<file path="src/gpcfg_consts.svh">
`ifndef GPCFG_CONSTS_SVH
`define GPCFG_CONSTS_SVH

// Register indices as printed; byte address is four times the index
`define GPCFG_PIN_IDX 8'h21
`define GPCFG_PATH_IDX 8'h22
`define GPCFG_STAT_IDX 8'h30
`define GPCFG_PIN_ADDR {2'b00, `GPCFG_PIN_IDX, 2'b00}
`define GPCFG_PATH_ADDR {2'b00, `GPCFG_PATH_IDX, 2'b00}
`define GPCFG_STAT_ADDR {2'b00, `GPCFG_STAT_IDX, 2'b00}

// Reset values
`define GPCFG_PIN_RST 8'h00
`define GPCFG_PATH_RST 8'h00

// Pin pair register fields
`define GPCFG_PIN_B_LEVEL 7
`define GPCFG_PIN_B_FAR 6
`define GPCFG_PIN_B_DIR 5
`define GPCFG_PIN_B_FSEL 4
`define GPCFG_PIN_A_LEVEL 3
`define GPCFG_PIN_A_FAR 2
`define GPCFG_PIN_A_DIR 1

// Video and audio path register fields
`define GPCFG_HOLD 7
`define GPCFG_PASS 6
`define GPCFG_POL 5
`define GPCFG_SUPP 4
`define GPCFG_OVR4 3
`define GPCFG_W18 2
`define GPCFG_INBAND 1
`define GPCFG_EN4 0

// Status register fields
`define GPCFG_ST_IN_A 0
`define GPCFG_ST_IN_B 1
`define GPCFG_ST_PROT 2
`define GPCFG_ST_4CH 3

`endif

</file>
<file path="src/gpcfg_pkg.sv">
package gpcfg_pkg;

  // Pad mode code, written as {direction, function select}
  typedef enum logic [1:0] {
    GPCFG_PAD_FUNC = 2'b00,
    GPCFG_PAD_GPOUT = 2'b01,
    GPCFG_PAD_TRI = 2'b10,
    GPCFG_PAD_GPIN = 2'b11
  } gpcfg_pad_mode_t;

  // Per pin state: synchroniser and registered pad drive
  typedef struct packed {
    logic sync1;
    logic sync2;
    logic pad_out;
    logic pad_oe;
  } gpcfg_pin_state_t;

  // Registered datapath decode outputs
  typedef struct packed {
    logic frame_valid;
    logic prot_en;
    logic audio_pkt_en;
    logic audio_4ch;
    logic video_18;
    logic audio_inband;
    logic valid_low;
  } gpcfg_path_state_t;

  // Register bank and bus answer
  typedef struct packed {
    logic [7:0] pin_cfg;
    logic [7:0] path;
    logic [7:0] rdata;
    logic err;
  } gpcfg_state_t;

endpackage

</file>
<file path="src/gpcfg_pin_ctrl.sv">
`timescale 1ns/1ps
`include "gpcfg_consts.svh"

module gpcfg_pin_ctrl (
  input wire logic pclk,
  input wire logic presetn,
  input wire logic cfg_level,
  input wire logic cfg_far,
  input wire logic cfg_dir,
  input wire logic cfg_fsel,
  input wire logic far_level,
  input wire logic func_out,
  input wire logic pad_in,
  output logic pad_out,
  output logic pad_oe,
  output logic in_level
);

  gpcfg_pkg::gpcfg_pin_state_t s_q; // All state of the pin
  gpcfg_pkg::gpcfg_pin_state_t s_d; // Next state
  gpcfg_pkg::gpcfg_pad_mode_t mode; // Decoded pad mode

  assign mode = gpcfg_pkg::gpcfg_pad_mode_t'({cfg_dir, cfg_fsel});

  // Pad drive selection and input synchroniser
  always_comb begin
    s_d = s_q;
    // First stage only feeds the second
    s_d.sync1 = pad_in;
    s_d.sync2 = s_q.sync1;
    if (cfg_far) begin
      // Far end owns the pin, forced to output
      s_d.pad_oe = 1'b1;
      s_d.pad_out = far_level;
    end else begin
      case (mode)
        gpcfg_pkg::GPCFG_PAD_FUNC: begin
          s_d.pad_oe = 1'b1;
          s_d.pad_out = func_out;
        end
        gpcfg_pkg::GPCFG_PAD_GPOUT: begin
          s_d.pad_oe = 1'b1;
          s_d.pad_out = cfg_level;
        end
        gpcfg_pkg::GPCFG_PAD_TRI: begin
          s_d.pad_oe = 1'b0;
          s_d.pad_out = 1'b0;
        end
        gpcfg_pkg::GPCFG_PAD_GPIN: begin
          s_d.pad_oe = 1'b0;
          s_d.pad_out = 1'b0;
        end
        default: begin
          s_d.pad_oe = 1'b0;
          s_d.pad_out = 1'b0;
        end
      endcase
    end
  end

  // State register; pad released during reset
  always_ff @(posedge pclk or negedge presetn) begin
    if (!presetn) begin
      s_q <= '0;
    end else begin
      s_q <= s_d;
    end
  end

  assign pad_out = s_q.pad_out;
  assign pad_oe = s_q.pad_oe;
  assign in_level = s_q.sync2;

endmodule

</file>
<file path="src/gpcfg_path_decode.sv">
`timescale 1ns/1ps
`include "gpcfg_consts.svh"

module gpcfg_path_decode (
  input wire logic pclk,
  input wire logic presetn,
  input wire logic [7:0] path,
  input wire logic pixel_valid_strobe,
  output logic frame_valid,
  output logic prot_en,
  output logic audio_pkt_en,
  output logic audio_4ch,
  output logic video_18,
  output logic audio_inband,
  output logic valid_low
);

  gpcfg_pkg::gpcfg_path_state_t s_q; // Registered decode
  gpcfg_pkg::gpcfg_path_state_t s_d; // Next value

  // Mode decode of the path register
  always_comb begin
    s_d = s_q;
    if (path[`GPCFG_PASS]) begin
      // Framing ignored, every pixel forwarded
      s_d.frame_valid = 1'b1;
    end else if (path[`GPCFG_POL]) begin
      s_d.frame_valid = ~pixel_valid_strobe;
    end else begin
      s_d.frame_valid = pixel_valid_strobe;
    end
    s_d.prot_en = ~path[`GPCFG_PASS];
    // Pass-through also blocks packet audio
    s_d.audio_pkt_en = ~path[`GPCFG_SUPP] & ~path[`GPCFG_PASS];
    s_d.audio_4ch = path[`GPCFG_OVR4] & path[`GPCFG_EN4];
    s_d.video_18 = path[`GPCFG_W18];
    s_d.audio_inband = path[`GPCFG_INBAND];
    s_d.valid_low = path[`GPCFG_POL];
  end

  // Decode register
  always_ff @(posedge pclk or negedge presetn) begin
    if (!presetn) begin
      s_q <= '0;
    end else begin
      s_q <= s_d;
    end
  end

  assign frame_valid = s_q.frame_valid;
  assign prot_en = s_q.prot_en;
  assign audio_pkt_en = s_q.audio_pkt_en;
  assign audio_4ch = s_q.audio_4ch;
  assign video_18 = s_q.video_18;
  assign audio_inband = s_q.audio_inband;
  assign valid_low = s_q.valid_low;

endmodule

</file>
<file path="src/gpcfg_top.sv">
// Overview of operation
// - Local level drives pin in general output mode; pin A never reaches that mode, so its level bit drives nothing
// - Far control forces output of far value
// - Direction and select decode four pad modes; pin A select is tied low, so pin A is functional or tri-state only
// - Hold bit blocks forward-channel path loading
// - Path fields below hold bit follow far end
// - Pass-through forwards pixels ignoring valid strobe
// - Pass-through disables protection, blocks packet audio
// - Suppress bit stops packet audio on pixels
// - Override bit gates four-channel enable bit
// - Width bit selects 18 or 24 bit
// - Transport bit selects in-band or island audio
// - Enable bit switches four-channel audio
// - Path register resets to zero
// - Pin pair register resets to zero
//
// Design decision made here: register access over APB.
`timescale 1ns/1ps
`include "gpcfg_consts.svh"

module gpcfg_top (
  // Bus clock and reset
  input wire logic pclk,
  input wire logic presetn,
  // APB slave
  input wire logic psel,
  input wire logic penable,
  input wire logic pwrite,
  input wire logic [11:0] paddr,
  input wire logic [31:0] pwdata,
  input wire logic [3:0] pstrb,
  output logic [31:0] prdata,
  output logic pready,
  output logic pslverr,
  // Forward channel path update
  input wire logic fc_load_valid,
  input wire logic [6:0] fc_load_fields,
  // Far end pin levels
  input wire logic far_level_a,
  input wire logic far_level_b,
  // Functional drive for each pin
  input wire logic func_out_a,
  input wire logic func_out_b,
  // Pads
  input wire logic pad_in_a,
  input wire logic pad_in_b,
  output logic pad_out_a,
  output logic pad_out_b,
  output logic pad_oe_a,
  output logic pad_oe_b,
  // Video and audio path
  input wire logic pixel_valid_strobe,
  output logic frame_valid,
  output logic prot_en,
  output logic audio_pkt_en,
  output logic audio_4ch_en,
  output logic video_18bit,
  output logic audio_inband,
  output logic valid_active_low
);

  gpcfg_pkg::gpcfg_state_t s_q; // All bank state
  gpcfg_pkg::gpcfg_state_t s_d; // Next state

  // Bus phase decode
  logic setup_ph; // First cycle of a transfer
  logic access_ph; // Completing cycle
  logic wr_take; // Write takes effect this edge
  logic hit_pin; // Pin pair register addressed
  logic hit_path; // Path register addressed
  logic hit_stat; // Status register addressed
  logic hit_any; // Any mapped word
  logic [7:0] stat_val; // Live status byte

  // Per pin configuration vectors, index 0 is pin A
  logic [1:0] cfg_level;
  logic [1:0] cfg_far;
  logic [1:0] cfg_dir;
  logic [1:0] cfg_fsel;
  logic [1:0] far_lvl;
  logic [1:0] func_lvl;
  logic [1:0] pad_in_v;
  logic [1:0] pad_out_v;
  logic [1:0] pad_oe_v;
  logic [1:0] in_lvl;

  // Phases of an APB transfer
  assign setup_ph = psel & ~penable;
  assign access_ph = psel & penable;
  // Zero wait states, so the access edge is the taking edge
  assign wr_take = access_ph & pwrite & pstrb[0];

  // Full address compare also rejects unaligned addresses
  assign hit_pin = (paddr == `GPCFG_PIN_ADDR);
  assign hit_path = (paddr == `GPCFG_PATH_ADDR);
  assign hit_stat = (paddr == `GPCFG_STAT_ADDR);
  assign hit_any = hit_pin | hit_path | hit_stat;

  // Status byte; upper bits read zero
  always_comb begin
    stat_val = 8'h00;
    stat_val[`GPCFG_ST_IN_A] = in_lvl[0];
    stat_val[`GPCFG_ST_IN_B] = in_lvl[1];
    stat_val[`GPCFG_ST_PROT] = prot_en;
    stat_val[`GPCFG_ST_4CH] = audio_4ch_en;
  end

  // Register bank next state
  always_comb begin
    s_d = s_q;
    // Forward channel loads low fields unless held locally
    if (fc_load_valid && !s_q.path[`GPCFG_HOLD]) begin
      s_d.path[6:0] = fc_load_fields;
    end
    // A software write in the same cycle wins over the load
    if (wr_take) begin
      if (hit_pin) begin
        // Bit 0 is kept but drives nothing
        s_d.pin_cfg = pwdata[7:0];
      end
      if (hit_path) begin
        s_d.path = pwdata[7:0];
      end
    end
    // Read data and error are prepared in the setup cycle
    if (setup_ph) begin
      s_d.err = ~hit_any;
      if (pwrite) begin
        s_d.rdata = 8'h00;
      end else if (hit_pin) begin
        s_d.rdata = s_q.pin_cfg;
      end else if (hit_path) begin
        s_d.rdata = s_q.path;
      end else if (hit_stat) begin
        s_d.rdata = stat_val;
      end else begin
        // Unmapped reads return zero
        s_d.rdata = 8'h00;
      end
    end
  end

  // Bank register; both config bytes clear at reset
  always_ff @(posedge pclk or negedge presetn) begin
    if (!presetn) begin
      s_q.pin_cfg <= `GPCFG_PIN_RST;
      s_q.path <= `GPCFG_PATH_RST;
      s_q.rdata <= 8'h00;
      s_q.err <= 1'b0;
    end else begin
      s_q <= s_d;
    end
  end

  // Bus answer; data bits above the byte read zero
  assign prdata = {24'h00_0000, s_q.rdata};
  assign pready = 1'b1;
  assign pslverr = access_ph & s_q.err;

  // Field extraction per pin
  assign cfg_level[0] = s_q.pin_cfg[`GPCFG_PIN_A_LEVEL];
  assign cfg_level[1] = s_q.pin_cfg[`GPCFG_PIN_B_LEVEL];
  assign cfg_far[0] = s_q.pin_cfg[`GPCFG_PIN_A_FAR];
  assign cfg_far[1] = s_q.pin_cfg[`GPCFG_PIN_B_FAR];
  assign cfg_dir[0] = s_q.pin_cfg[`GPCFG_PIN_A_DIR];
  assign cfg_dir[1] = s_q.pin_cfg[`GPCFG_PIN_B_DIR];
  // Pin A has no select bit: functional or tri-state only
  assign cfg_fsel[0] = 1'b0;
  assign cfg_fsel[1] = s_q.pin_cfg[`GPCFG_PIN_B_FSEL];
  assign far_lvl = {far_level_b, far_level_a};
  assign func_lvl = {func_out_b, func_out_a};
  assign pad_in_v = {pad_in_b, pad_in_a};

  // One pad controller per pin
  genvar gi;
  generate
    for (gi = 0; gi < 2; gi = gi + 1) begin : g_pin
      gpcfg_pin_ctrl u_pin (
        .pclk(pclk),
        .presetn(presetn),
        .cfg_level(cfg_level[gi]),
        .cfg_far(cfg_far[gi]),
        .cfg_dir(cfg_dir[gi]),
        .cfg_fsel(cfg_fsel[gi]),
        .far_level(far_lvl[gi]),
        .func_out(func_lvl[gi]),
        .pad_in(pad_in_v[gi]),
        .pad_out(pad_out_v[gi]),
        .pad_oe(pad_oe_v[gi]),
        .in_level(in_lvl[gi])
      );
    end
  endgenerate

  assign pad_out_a = pad_out_v[0];
  assign pad_out_b = pad_out_v[1];
  assign pad_oe_a = pad_oe_v[0];
  assign pad_oe_b = pad_oe_v[1];

  // Path mode decode; outputs lag the register by one cycle
  gpcfg_path_decode u_path (
    .pclk(pclk),
    .presetn(presetn),
    .path(s_q.path),
    .pixel_valid_strobe(pixel_valid_strobe),
    .frame_valid(frame_valid),
    .prot_en(prot_en),
    .audio_pkt_en(audio_pkt_en),
    .audio_4ch(audio_4ch_en),
    .video_18(video_18bit),
    .audio_inband(audio_inband),
    .valid_low(valid_active_low)
  );

endmodule

</file>
<file path="config.mk">
export PLATFORM = sky130hd
export DESIGN_NAME = gpcfg_top
export DESIGN_NICKNAME = d
export VERILOG_FILES = /design/src/gpcfg_pkg.sv /design/src/gpcfg_pin_ctrl.sv /design/src/gpcfg_path_decode.sv /design/src/gpcfg_top.sv
export VERILOG_INCLUDE_DIRS = /design/src
export SDC_FILE = /design/constraint.sdc
export NUM_CORES = 1
export LEC_CHECK = 0
export ABC_CLOCK_PERIOD_IN_PS = 3110
export BUFFER_PORTS_ARGS = -buffer_cell sky130_fd_sc_hd__buf_4
export CORE_MARGIN = 10
export CORE_UTILIZATION = 35
export DETAILED_ROUTE_END_ITERATION = 16
export MAX_ROUTING_LAYER = met4
export PLACE_DENSITY = 0.72
export REMOVE_ABC_BUFFERS = 1
export SLEW_MARGIN = 20
export SYNTH_ARGS = -nofsm -noshare
export SYNTH_HDL_FRONTEND = slang
export SYNTH_HIERARCHICAL = 1
export SYNTH_SLANG_ARGS = --single-unit
export TNS_END_PERCENT = 5
</file>
<file path="constraint.sdc">
create_clock -name pclk -period 3.11 [get_ports pclk]
set_input_delay 0.4665 -clock pclk [delete_from_list [all_inputs] [get_ports pclk]]
set_output_delay 0.4665 -clock pclk [all_outputs]
set_load 0.03 [all_outputs]
</file>
# Word-level counts from Yosys, hierarchy flattened
# Cells that the tools add are included.
[totals]
out_inout_bits = 45
inputBits = 68
ff_bits = 40
[op_classes]
eq_ne = 6
n_reduce_logical = 7
n_bitwise = 14
n_mux = 13
[ops]
columns = ["op", "n"]
rows = [
  ["equality test 12 x 8 -> 1 bit (second input constant)", 3],
  ["two-way mux 8 bit", 3],
  ["two-way mux 7 bit", 3],
  ["bitwise AND 1 bit", 7],
  ["case mux 2 bit (3 select lines)", 1],
  ["NOT 1 bit", 5],
  ["equality test 2 bit (second input constant)", 2],
  ["zero test 2 bit", 2],
  ["two-way mux 2 bit", 2],
  ["two-way mux 4 bit", 1],
  ["case mux 2 bit (2 select lines)", 1],
  ["AND reduction 2 bit", 2],
  ["equality test 2 x 1 -> 1 bit (second input constant)", 1],
  ["two-way mux 1 bit", 2],
  ["bitwise OR 1 bit", 2],
  ["OR reduction 2 bit", 1],
  ["logical AND 1 bit", 1],
  ["zero test 1 bit", 1],
]

# Longest topological paths before layout
[depth]
depth_word = 5
depth_mapped = 5
mapped_depth_nobuf = 4

# Cells and area by module
# Netlist, hierarchy kept.
[by_module_without_submodules]
columns = ["mod", "area_each_um2", "instances", "cells_per_inst"]
rows = [
  ["gpcfg_top", 1530.2, 1, 142],
  ["gpcfg_pin_ctrl", 132.6, 2, 8],
  ["gpcfg_path_decode", 201.4, 1, 12],
]

# Worst setup path after synthesis
# Ideal clock, no wire load.
[synth_timing]
kind = "input-to-reg"
start = "input paddr[9]"
end = "register, netlist name s_q[10]"
setup_slack_ps = 1293
stages = 4
arrival_time_ps = 1692
path_buffers = 0
required_ps = 2985
cell_sequence = "nor4_2 -> nand3_2 -> nor3_4 -> mux2_2"
[synth_lines]
columns = ["item", "line", "rtl"]
rows = [
  ["start, declared", "gpcfg_top.sv:29", "input wire logic [11:0] paddr,"],
]

==> flow_metrics.py <==
metrics = {
    "critical_path": {
        "cp-end-kind": "flip-flop",
        "worst-path-max-fanout": 9,
        "worstPathArrival_ns": 2.03,
        "critPathRequiredTime_ns": 3.28,
        "startpoint": "paddr[9]",
        "rr_startpoint": "s_q[16]",
        "crit_end": "s_q[13]",
        "r2r_setup_slack_ns": 1.38,
        "crit_type": "in -> reg",
        "rr_worst_depth": 3,
        "reg2reg_to": "s_q[13]",
        "critPathLaunchType": "input port",
    },
    "cts": {
        "clock-sinks": 40,
        "root_buffer": "clkbuf_8",
        "cts_tree": "yes",
        "htreeDepth": 2,
        "cts_made_buffers": 5,
        "ctsHoldBuffers": 0,
        "clk_pin_slew_ns": 0.08,
        "clock_latency_ns": 0.29,
        "cts_buffer_depth": 2,
        "cts_setup_buffers": 0,
        "cts_resized": 0,
    },
    "power_and_ir_drop": {
        "switching_share_pct": 26.7,
        "p_comb_share_pct": 16.4,
        "intPower_w": 0.000856,
        "peakVddDrop_mv": 0.158,
        "seqPwrFrac_pct": 47.8,
        "power_frac_clock_pct": 35.8,
        "p_leak_nw": 1.19,
        "switchingPower_w": 0.000311,
        "p_per_area_mw_per_mm2": 470,
    },
    "logic_synthesis": {
        "yosysTopAreaCellShare_pct": 50.1,
        "synth-compound-area-share_pct": 8.15,
        "yosysSeqAreaShare_pct": 50.1,
        "synth_top_family_by_area": "multiplexers",
        "synth-main-ff-cell": "dfrtp_1",
        "synthSimpleGateAreaFrac_pct": 12.9,
        "yosysTopAreaCell": "dfrtp_1",
        "synth-xor-area-share_pct": 0.877,
        "synth_adder_area_share_pct": 0,
        "synth.avg_cell_area_um2": 11.7,
        "synth.distinct_cells": 34,
        "syn_inst": 170,
        "synth_edf_count": 0,
        "synth_seq_cells": 40,
        "synth.area.mux_share_pct": 14.0,
        "async_flop_share_pct": 100,
        "netlist_top_cells_area": "dfrtp_1 50%, buf_4 12%, mux2_2 12%",
        "yosys_warnings": 6,
        "syn_area_mm2": 0.00200,
    },
    "routing": {
        "num_vias": 1340,
        "maxUsedRoutingLayer": "met4",
        "first_iter_violations": 58,
        "dr.pass1.iters": 4,
        "wl_met2_mm": 2.17,
        "drtAntennaViolNets": 0,
        "wl_mm": 4.57,
        "met3WireLength_um": 599,
        "wl_per_cell_um": 15.3,
        "drc": 0,
        "wl_met1_mm": 1.71,
        "viasPerCell": 4.50,
    },
    "final_layout": {
        "areaGrowthSynthToFinish_pct": 24.3,
        "regArea_mm2": 0.00100,
        "drive_gt1_share_pct": 43.4,
        "nets": 293,
        "layout.cells.non_filler": 298,
        "diodes": 0,
        "final_common_cell": "buf_4",
        "multiInputGateArea_um2": 815,
        "num-fill-cells": 530,
        "final_cell_mix": "61 x buf_4, 40 x dfrtp_1, 26 x conb_1",
    },
    "timing": {
        "setup_tns_ns": 0,
        "slew_headroom_pct": 53.4,
        "whs_ns": 0.140,
        "period_share_pct": 59.7,
        "post-route-min-period_ns": 1.86,
        "setup_viol": 0,
        "worst_slew_pin_slew_ns": 0.698,
        "fin_skew_ns": 0.00648,
        "grt_setup_unrepaired": "false",
        "fmax_ghz": 0.539,
        "finalMaxSlewViolations": 0,
        "hold_viol": 0,
    },
    "floorplanning": {
        "dieWidth_um": 95.5,
        "num_rows": 27,
        "core_mm2": 0.00551,
        "die_area_mm2": 0.00913,
        "die_y_um": 95.5,
        "io_pins": 113,
        "initial_core_util_pct": 36.3,
    },
    "run": {
        "maxCapViolCount": 0,
    },
    "hold_path": {
        "hp-class": "in -> async",
    },
    "global_routing": {
        "grt_overflow": 0,
        "grt_pass1_vias": 1454,
        "grt_max_degree": 41,
        "grt_pass1_wl_mm": 7.13,
        "antenna_found_initial": 0,
        "globalRouteTotalUtil_pct": 10.3,
    },
    "placement": {
        "placed_cells": 290,
        "port_buffers": 60,
        "dp_hpwl_mm": 3.75,
        "finalWeightedCongestion": 0.839,
    },
    "outcome": {
        "outcome": "finished clean",
    },
}
-- cell usage after synthesis (all sizes together), types with 2 or more instances --
library cell / number
clkbuf: 2
mux2i: 2
a31oi: 2
buf: 35
or3: 5
nand2: 12
nand3: 7
nand2b: 4
nor4: 2
mux2: 23
nor2: 2
o31ai: 8
a32o: 4
inv: 2
dfrtp: 40
a22oi: 4
nor3: 3
conb: 2
nor2b: 2
-- power groups by stage --
stage	sequential, W	clock [W]	combinational, W
2_1_floorplan	0.000587	0	0.0000853
3_3_place_gp	0.000568	0	0.000189
3_5_place_dp	0.000569	0	0.000192
4_1_cts	0.000558	0.000428	0.000193
5_1_grt	0.000561	0.000453	0.000208
6_report	0.000558	0.000418	0.000191
-- per-layer routing --
layer,global-route usage [%],vias to the layer above
li1,-,648
met1,10.8,629
met2,16.8,57
met3,4.16,6
met4,4.42,0
met5,-,-
-- registers in the layout, summed over array words and instances, names as in the netlist, 2 cells and up --
name,flops
cfg_dir,2
cfg_far,2
cfg_level,2
g_pin.u_pin/in_level,2
g_pin.u_pin/pad_oe,2
g_pin.u_pin/pad_out,2
g_pin.u_pin/s_d,2
prdata,8
s_q,10
-- through the flow --
stage                     setup WS [ns]  utilization (%)  instance area (um2)  power [W]
final                              1.25             45.1                 2480    0.00117
after global routing               1.13             45.1                 2480    0.00122
after CTS                          1.22             45.1                 2480    0.00118
after detailed placement          0.902             43.1                 2370   0.000761
after global placement            0.962             43.1                 2370   0.000757
after floorplan                    1.29                -                 1820   0.000672
-- cell families after synthesis --
group | after synthesis
AND/OR/NAND/NOR | 42
flip-flops | 40
buffers and inverters | 39
multiplexers | 25
AO/OA/AOI/OAI | 20
XOR/XNOR | 2
other | 2
-- critical path, cell delays in order --
cell and delay [ns]:
buf_4 0.11, nor4_2 0.30, nand3_2 0.28, nor3_4 0.48, mux2_2 0.39
-- how the worst min path moves through the flow --
| stage | to | start |
|---|---|---|
| finish | prdata[0] | presetn |
| detailed placement | g_pin[1].u_pin/in_level | g_pin[1].u_pin/s_d[2] |
| global route | s_q[9] | presetn |
| floorplan | cfg_dir[0] | presetn |
| global placement | g_pin[0].u_pin/in_level | g_pin[0].u_pin/s_d[2] |
| CTS | cfg_level[1] | presetn |
-- final cells by class --
cell class	count	share of cell area, %
flip-flops and latches	40	40.3
repair buffers	61	18.4
well taps	72	3.63
inverters	2	0.302
multi-input cells	115	32.8
clock buffers	5	2.77
clock inverters	3	1.71
No activity file was read; power rests on OpenSTA's default activity.
